<file path="src/design/rsscfg_pkg.sv">
// constants, field layout and decode helpers for the regulator sequence slot bank
// ****************************************************************
// Overview of operation
// - source code 00 hands the regulator to sequencer 0, codes 01 and 10 both hand it to sequencer 1.
// - source code 11 keeps the regulator out of every sequence, so no sequencer turns it on or off.
// - an excluded linear regulator takes its enable from its power-mode control instead.
// - bits 5:3 of each register hold the power-up slot, values 0 to 7 meaning slots 0 to 7.
// - bits 2:0 of each register hold the power-down slot, with the same direct slot numbering.
// ****************************************************************
package rsscfg_pkg;

	// ****************************************************************
	// register map
	// ****************************************************************
	localparam int         REG_COUNT                 = 4;
	localparam int         LINEAR_COUNT              = 3;
	localparam logic [7:0] LDO6_SEQUENCE_CFG_OFFSET  = 8'ha1;
	localparam logic [7:0] LDO7_SEQUENCE_CFG_OFFSET  = 8'ha2;
	localparam logic [7:0] LDO8_SEQUENCE_CFG_OFFSET  = 8'ha3;
	localparam logic [7:0] BUCK0_SEQUENCE_CFG_OFFSET = 8'ha4;
	localparam logic [7:0] ENABLE_STATUS_OFFSET      = 8'hb0;
	// excluded from sequencing, both slots at 0
	localparam logic [7:0] CFG_RESET                 = 8'hc0;
	localparam logic [7:0] READ_IDLE                 = 8'h00;

	// ****************************************************************
	// field layout
	// ****************************************************************
	localparam int SRC_MSB  = 7;
	localparam int SRC_LSB  = 6;
	localparam int UP_MSB   = 5;
	localparam int UP_LSB   = 3;
	localparam int DOWN_MSB = 2;
	localparam int DOWN_LSB = 0;

	typedef enum logic [1:0] {
		SRC_SEQUENCER_0   = 2'b00,
		SRC_SEQUENCER_1   = 2'b01,
		SRC_SEQUENCER_1_B = 2'b10,
		SRC_EXCLUDED      = 2'b11
	} rsscfg_source_type;

	// one-hot owner {sequencer_1, sequencer_0}; zero when excluded
	function automatic logic [1:0] rsscfg_owner(input logic [7:0] cfg);
		logic [1:0] owner;
		owner = 2'b00;
		case (rsscfg_source_type'(cfg[SRC_MSB:SRC_LSB]))
			SRC_SEQUENCER_0:   owner = 2'b01;
			SRC_SEQUENCER_1:   owner = 2'b10;
			SRC_SEQUENCER_1_B: owner = 2'b10;
			default:           owner = 2'b00;
		endcase
		return owner;
	endfunction

	// address to bank index; valid flag low for anything outside the bank
	function automatic logic [2:0] rsscfg_index(input logic [7:0] addr);
		logic [2:0] result;
		result = 3'h0;
		case (addr)
			LDO6_SEQUENCE_CFG_OFFSET:  result = 3'h4;
			LDO7_SEQUENCE_CFG_OFFSET:  result = 3'h5;
			LDO8_SEQUENCE_CFG_OFFSET:  result = 3'h6;
			BUCK0_SEQUENCE_CFG_OFFSET: result = 3'h7;
			default:                   result = 3'h0;
		endcase
		return result;
	endfunction

endpackage

</file>
<file path="src/design/rsscfg_bank.sv">
// regulator sequence slot configuration bank with enable outputs and register port
`timescale 1ns/1ns
module rsscfg_bank #(
	parameter int REG_COUNT    = rsscfg_pkg::REG_COUNT,
	parameter int LINEAR_COUNT = rsscfg_pkg::LINEAR_COUNT
) (
	input  wire logic                 clk,
	input  wire logic                 reset_n,
	input  wire logic [7:0]           regAddr,
	input  wire logic [7:0]           regWrData,
	input  wire logic                 regWrite,
	input  wire logic                 regRead,
	output logic      [7:0]           regRdData,
	input  wire logic [2:0]           seq0Slot,
	input  wire logic [2:0]           seq1Slot,
	input  wire logic [1:0]           seqSlotTick,
	input  wire logic [1:0]           seqPowerUp,
	input  wire logic [REG_COUNT-1:0] modeEnable,
	output logic      [REG_COUNT-1:0] regEnable,
	output logic      [REG_COUNT-1:0] regExcluded
);

	// ****************************************************************
	// configuration registers
	// ****************************************************************
	logic [7:0]           cfg_reg [REG_COUNT];
	logic [7:0]           regRdData_reg;
	logic [7:0]           regRdData_next;
	logic [REG_COUNT-1:0] regEnable_reg;
	logic [REG_COUNT-1:0] regEnable_next;
	logic [REG_COUNT-1:0] regExcluded_reg;
	logic [REG_COUNT-1:0] excludedNow;
	logic [2:0]           accessIndex;
	logic                 accessHit;

	always_comb begin
		accessIndex = rsscfg_pkg::rsscfg_index(regAddr);
		accessHit   = accessIndex[2];
	end

	genvar gi;
	generate
		for (gi = 0; gi < REG_COUNT; gi++) begin : gCfg
			// writes outside the bank fall away silently
			always_ff @(posedge clk or negedge reset_n) begin
				if (!reset_n) begin
					cfg_reg[gi] <= rsscfg_pkg::CFG_RESET;
				end else if (regWrite && accessHit && (accessIndex[1:0] == 2'(gi))) begin
					cfg_reg[gi] <= regWrData;
				end
			end
		end
	endgenerate

	// ****************************************************************
	// read port
	// ****************************************************************
	always_comb begin
		regRdData_next = rsscfg_pkg::READ_IDLE;
		if (regRead) begin
			if (accessHit) begin
				regRdData_next = cfg_reg[accessIndex[1:0]];
			end else if (regAddr == rsscfg_pkg::ENABLE_STATUS_OFFSET) begin
				regRdData_next = 8'({regExcluded_reg, regEnable_reg});
			end
		end
	end

	// data only in the cycle after the strobe, idle zero otherwise
	always_ff @(posedge clk or negedge reset_n) begin
		if (!reset_n) begin
			regRdData_reg <= rsscfg_pkg::READ_IDLE;
		end else begin
			regRdData_reg <= regRdData_next;
		end
	end

	// ****************************************************************
	// slot matching and enables
	// ****************************************************************
	generate
		for (gi = 0; gi < REG_COUNT; gi++) begin : gMatch
			rsscfg_slot_match uMatch (
				.cfg         (cfg_reg[gi]),
				.seq0Slot    (seq0Slot),
				.seq1Slot    (seq1Slot),
				.seqSlotTick (seqSlotTick),
				.seqPowerUp  (seqPowerUp),
				.modeEnable  (modeEnable[gi]),
				.enableNow   (regEnable_reg[gi]),
				.excluded    (excludedNow[gi]),
				.enableNext  (regEnable_next[gi])
			);
		end
	endgenerate

	// all regulators start off until a sequence or the mode control says otherwise
	always_ff @(posedge clk or negedge reset_n) begin
		if (!reset_n) begin
			regEnable_reg <= '0;
		end else begin
			regEnable_reg <= regEnable_next;
		end
	end

	always_ff @(posedge clk or negedge reset_n) begin
		if (!reset_n) begin
			regExcluded_reg <= '1;
		end else begin
			regExcluded_reg <= excludedNow;
		end
	end

	assign regRdData   = regRdData_reg;
	assign regEnable   = regEnable_reg;
	assign regExcluded = regExcluded_reg;

	generate
		for (gi = 0; gi < REG_COUNT; gi++) begin : gChk

		end
		for (gi = 0; gi < LINEAR_COUNT; gi++) begin : gLinChk

		end
	endgenerate

	// ****************************************************************
	// per-regulator register and ownership checks
	// ****************************************************************
	generate
		for (gi = 0; gi < REG_COUNT; gi++) begin : gBankChk

		end
		// buck follows its mode enable too when excluded, so it is never stranded off
		for (gi = LINEAR_COUNT; gi < REG_COUNT; gi++) begin : gBuckChk

		end
	endgenerate
endmodule // rsscfg_bank

</file>
<file path="src/design/rsscfg_slot_match.sv">
// per-regulator slot matcher: next enable level from its config byte and both sequencers
`timescale 1ns/1ns
module rsscfg_slot_match (
	input  wire logic [7:0] cfg,
	input  wire logic [2:0] seq0Slot,
	input  wire logic [2:0] seq1Slot,
	input  wire logic [1:0] seqSlotTick,
	input  wire logic [1:0] seqPowerUp,
	input  wire logic       modeEnable,
	input  wire logic       enableNow,
	output logic            excluded,
	output logic            enableNext
);
	logic [1:0] owner;
	logic [2:0] slotNow;
	logic       tick;
	logic       up;

	always_comb begin
		owner   = rsscfg_pkg::rsscfg_owner(cfg);
		slotNow = owner[1] ? seq1Slot : seq0Slot;
		tick    = |(owner & seqSlotTick);
		up      = |(owner & seqPowerUp);
		excluded   = (owner == 2'b00);
		enableNext = enableNow;
		if (excluded) begin
			// no sequencer reaches an excluded regulator
			enableNext = modeEnable;
		end else if (tick && up && (slotNow == cfg[rsscfg_pkg::UP_MSB:rsscfg_pkg::UP_LSB])) begin
			enableNext = 1'b1;
		end else if (tick && !up && (slotNow == cfg[rsscfg_pkg::DOWN_MSB:rsscfg_pkg::DOWN_LSB])) begin
			enableNext = 1'b0;
		end
	end
endmodule // rsscfg_slot_match

</file>
<file path="config.mk">
export PLATFORM = sky130hd
export DESIGN_NAME = rsscfg_bank
export DESIGN_NICKNAME = d
export VERILOG_FILES = /design/src/design/rsscfg_pkg.sv /design/src/design/rsscfg_bank.sv /design/src/design/rsscfg_slot_match.sv
export SDC_FILE = /design/constraint.sdc
export NUM_CORES = 1
export LEC_CHECK = 0
export BUFFER_PORTS_ARGS = -buffer_cell sky130_fd_sc_hd__clkbuf_2
export CAP_MARGIN = 25
export CORE_MARGIN = 10
export CORE_UTILIZATION = 45
export CTS_BUF_LIST = sky130_fd_sc_hd__clkbuf_4
export DETAILED_ROUTE_END_ITERATION = 10
export PLACE_DENSITY_LB_ADDON = 0.05
export SETUP_SLACK_MARGIN = 0.5
export SYNTH_ARGS = -nofsm -noshare
export SYNTH_HDL_FRONTEND = slang
export SYNTH_SLANG_ARGS = --single-unit
export TNS_END_PERCENT = 20
</file>
<file path="constraint.sdc">
create_clock -name clk -period 2.1 [get_ports clk]
set_input_delay 0.105 -clock clk [delete_from_list [all_inputs] [get_ports clk]]
set_output_delay 0.105 -clock clk [all_outputs]
set_load 0.03 [all_outputs]
</file>
Word-level counts from Yosys, hierarchy flattened

Cells that the tools add are included.

Register bits after elaboration: 48
Input port bits: 34
Output and inout port bits: 16
Word-level logic and storage cells: 121

Order comparisons: 1
Eq/ne operators: 24
Muxes and demuxes: 27
Bitwise gates (word level): 9
Reduce and logical (&&, ||, !) cells: 50

Operator list:

| operator             | number |
|---|---|
| $eq A8 B8 Y1 const B | 5 |
| $mux W8              | 5 |
| $eq A3 B3 Y1         | 8 |
| $reduce_or A2 Y1     | 12 |
| $logic_and A1 B1 Y1  | 21 |
| $logic_not A2 Y1     | 9 |
| $and A2 B2 Y2        | 8 |
| $bmux W8 S2          | 1 |
| $pmux W2 S2          | 4 |
| $eq A2 B2 Y1 const B | 6 |
| $mux W1              | 12 |
| $mux W3              | 4 |
| $pmux W3 S4          | 1 |
| $reduce_bool A3 Y1   | 4 |
| $eq A2 B1 Y1 const B | 5 |
| $logic_not A1 Y1     | 4 |
| $ge A3 B3 Y1 const B | 1 |
| $not A2 Y3           | 1 |

Longest topological paths before layout

Word-level depth: 11
Depth in mapped cells: 8
Mapped depth without buffers: 7

Modules after synthesis

A second synthesis with hierarchy kept.

Cells, all modules: 261
Area, all modules: 2920.3 µm²

By module, submodules not included:

| module            | times used | cells each | area each (µm²) | seq. area each (µm²) |
|---|---|---|---|---|
| rsscfg_bank       | 1          | 149        | 2069.5          | 1216.2 |
| rsscfg_slot_match | 4          | 28         | 212.7           | 0.0 |

Worst setup path before layout

OpenSTA, ideal clock, no wires.

Path type: register to register
Start point: register cfg_reg[30] (netlist name)
End point: register regEnable_reg[0] (netlist: regEnable[0])
Library setup time: 0.125 ns
Data arrival time: 1.862 ns
Setup slack: 0.114 ns
Cell stages (with the launch flop): 9
Path through: dfstp_2 inv_1 ha_1 clkbuf_1 mux2i_1 xor2_1 nand3_1 a211oi_1 o31ai_1

Longest elaborated chain between the ends: 9
Elaborated cells between the ends (all ways): 21

RTL lines:

| item                                                    | RTL line                                         | RTL |
|---|---|---|
| from (decl)                                             | rsscfg_bank.sv:26                                | `logic [7:0] cfg_reg [REG_COUNT];` |
| from (signal, indexed assignment)                       | rsscfg_bank.sv:47                                | `cfg_reg[gi] <= rsscfg_pkg::CFG_RESET;` |
| from (signal, indexed assignment)                       | rsscfg_bank.sv:49                                | `cfg_reg[gi] <= regWrData;` |
| $eq A2 B1 Y1 or $eq A2 B2 Y1 (tied branches)            | rsscfg_pkg.sv:47                                 | `case (rsscfg_source_type'(cfg[SRC_MSB:SRC_LSB]))` |
| $reduce_or A2 Y1 (no line)                              | -                                                |  |
| $pmux W2 S2 (*)                                         | rsscfg_pkg.sv:47                                 |  |
| $and A2 B2 Y2, on equally long branches                 | rsscfg_slot_match.sv:22, rsscfg_slot_match.sv:23 |  |
| $reduce_or A2 Y1, on equally long branches              | rsscfg_slot_match.sv:22, rsscfg_slot_match.sv:23 |  |
| $logic_and A1 B1 Y1 or $logic_not A1 Y1 (tied branches) | rsscfg_slot_match.sv:29, rsscfg_slot_match.sv:31 |  |
| $logic_and A1 B1 Y1, on equally long branches           | rsscfg_slot_match.sv:29, rsscfg_slot_match.sv:31 |  |
| $mux W1 or $logic_and A1 B1 Y1 (tied branches)          | rsscfg_slot_match.sv:29, rsscfg_slot_match.sv:31 |  |
| $mux W1 or $reduce_bool A3 Y1 (tied branches)           | -                                                |  |
| to (signal assigned)                                    | rsscfg_bank.sv:102                               | `regEnable_reg <= regEnable_next;` |
| to (decl)                                               | rsscfg_bank.sv:29                                | `logic [REG_COUNT-1:0] regEnable_reg;` |

Every way passes the cells marked *; elsewhere a longest branch is shown, timed or not.
A chain may end at the register's enable or synchronous reset.

Worst setup path in the final report

Start point: register cfg_reg[7] (netlist name)
End point: register regEnable_reg[3] (netlist: regEnable[3])

Same word-level chain as after synthesis.

==> impl_results.md <==
- Psw: 0.7399 mW
- Sequential cell area fraction in the yosys report: 0.4256
- Final hold violation count: 0
- Fin cells: between 300 and 400
- Max-Cap Viols: 0
- DRT antenna net count: 0
- Max reg flops: 32
- Clk sinks: 48
- Drt wl/cell: between 15 and 20 µm
- Syn nets: between 300 and 400
- Max clock buf depth: 2
- Netlist cell types: 42
- Max-slew headroom: 0.5807
- Pwr Total: about 2.2 mW
- 1st-iter DRT viols: 109
- Seq cells post-synth: 48
- Clock tree from TritonCTS: built
- Mapped cell area: 0.002858 mm²
- Ports: 50
- Dpl cells: 374
- Commonest non-fill, non-tap cell in the layout: clkbuf_2
- Filler cells: between 500 and 600
- Syn Inst Count: 265
- Max frequency: approximately 530 MHz
- Nets: 364
- Die Span Y: 99.69 µm
- Final Skew: 9.987 ps
- Layout area overhead: 23.91%
- Share of cells above drive strength 1: 0.4303
- DR vias/cell: approximately 5.6
- Row cnt: 28
- Vias after detailed routing: 2,240
- Yosys top cell area share: 0.3152
- PD cells: 610.1 mW/mm²
- Die W: 99.69 µm
- HPWL Detailed: 5.797 mm
- Hold slack: 20.69 ps
- Period utilization: 0.8947
- First-pass GRT wire length: 12.35 mm
- Leak Pwr: 1.682 nW
- Clock share of power: 0.200
- Startpoint types: flip-flop
- Die area: 0.009938 mm²
- Min Tclk post-route: ~1900 ps
- Worst-Skew Late Latency: 370 ps
- Synth area leader: dfrtp_1
- Crit Path Max Fanout: 7
- Main synth FF type: dfrtp_1
- Synth async-reset ratio: 1.000
- Post-synth EDFFs: 0
- Worst-Margin Slew: 628.9 ps
- Number of port buffers: just under 50
- DR pass1 iterations: 4
- Most frequent cells in the layout: clkbuf_2 (49), dfrtp_1 (36), mux2_2 (30), nand2_1 (20), xor2_1 (18)
- Critical path start-end classification: reg -> reg
- RSZ-0062 raised after global routing: yes
- Clk slew on worst S/H paths: approximately 150 ps
- Storage element area: ~0.0012 mm²
- Vias in the first global route: 2,298
- Comb pwr share: 0.303
- Final setup viols: 0
- Synth warn: 0
- Area occupied by multi-input gates: ~0.0017 mm²
- HP Class: in -> reg
- Ant. Diodes: 0
- DRC: 0
- Root Driver: clkbuf_4
- Initial antenna violation count: 0
- Post-Route Setup TNS: 0 ps
- Post-Route WL: 7.642 mm
- Ranking of synthesized cells by area: dfrtp_1 (32%), mux2_2 (12%), dfstp_2 (11%)
- Internal: between 1 and 1.5 mW
- Largest net degree at the start of global routing: 49
- Worst vdd ir: 333.3 µV
- Switching share of power: 0.3425
- Worst Path Arrival: 2130 ps
- Initial core utilization: 0.4743
- Crit end category: flip-flop
- H-tree lvl count: 2
- Total CTS buffers: 5
- CP required: 2360 ps
- Overflow after GRT: 0
- Post-Syn Area per Cell: ~11 µm²
- Flop pwr share: 0.497
- Core footprint: around 0.0060 mm²
- Slew Viols, Final: 0
- Status: completed
- GRT Total Usage: 0.1542
- Gp weighted congestion: 0.8161
-- path summary, 6_finish.rpt --
path	end	cells past startpoint	slack, ps	startpoint
max	regEnable[3]	6	220	cfg_reg[7]
min	cfg_reg[10]	2	20	regWrData[2]
max reg2reg	regEnable[3]	6	220	cfg_reg[7]
min reg2reg	regRdData[5]	2	530	regExcluded[1]
max in group asynchronous	cfg_reg[2]	3	1310	reset_n
min in group asynchronous	regRdData[6]	3	360	reset_n
-- cells by family (layout without fill, tap and decap cells) --
logic type,Yosys count,after routing,synth area share
AOI/OAI and AO/OA,57,57,0.1331
xor gates and xnor gates,25,25,0.07662
adders and majority gates,8,8,0.03503
buffers and inverters,26,84,0.04685
DFF,48,48,0.4256
muxes,50,50,0.1883
and+or+nand+nor,51,51,0.09457
-- through the flow --
stage | util | setup WS, ps | cell area, µm²
6_report | 0.5876 | 221.1 | 3541
5_1_grt | 0.5876 | 137.0 | 3541
4_1_cts | 0.5864 | 237.4 | 3533
3_5_place_dp | 0.5230 | 58.15 | 3152
3_3_place_gp | 0.5230 | 96.88 | 3152
2_1_floorplan | - | 267.8 | 2918
-- what timing repair did --
| item | CTS | global route |
|---|---|---|
| pin swaps | 8 | 3 |
| hold endpoints to repair | 43 | 0 |
| endpoints found under the setup margin | 4 | 4 |
| setup buffers | 7 | 1 |
| gates resized for setup | 35 | 0 |
| hold buffers | 8 | 0 |
-- critical path, stage by stage, from the launching register on --
cell and delay (ps):
dfstp_2 580, inv_1 80, ha_4 360, mux2i_4 280, xor2_1 200, a41o_1 200, o21ai_1 70
-- power by group through the flow --
stage          Combinational, mW  Clock [mW]  Sequential [mW]
2_1_floorplan              0.417           0             1.07
3_3_place_gp               0.530           0             1.09
3_5_place_dp               0.534           0             1.09
4_1_cts                    0.654       0.442             1.07
5_1_grt                    0.706       0.474             1.08
6_report                   0.655       0.431             1.07
-- synthesized netlist by cell type, types with 2 or more instances --
cell type  instances
a21oi_1           14
inv_1              8
nand2_1           20
a32o_1             5
o22ai_1            7
a31oi_1            3
a22o_1             2
nor3_1             3
nand3_1            5
dfstp_2           12
a21o_1             2
a211oi_1           3
a32oi_1            3
xnor2_1            7
buf_4              4
ha_1               8
a41o_1             3
dfrtp_1           36
buf_2              5
nor2_1            11
o21ai_0           11
mux2_2            30
buf_6              2
xor2_1            18
mux2i_1           20
clkbuf_1           7
-- metal layers --
metal,track usage,share of wire,vias up
met2,0.2534,0.48,51
met4,0.03969,0.011,0
met5,0,0,-
li1,-,-,1067
met1,0.1982,0.47,1115
met3,0.03529,0.046,7
-- area by class of cell --
class,count,area share
clock buffer,5,0.01060
multi-input combinational,191,0.4898
sequential,48,0.3435
inverter,8,0.008481
timing repair buffer,68,0.1173
tap,75,0.02650
clock inverter,3,0.003887
Note: power is estimated with default switching activity, not from simulation.
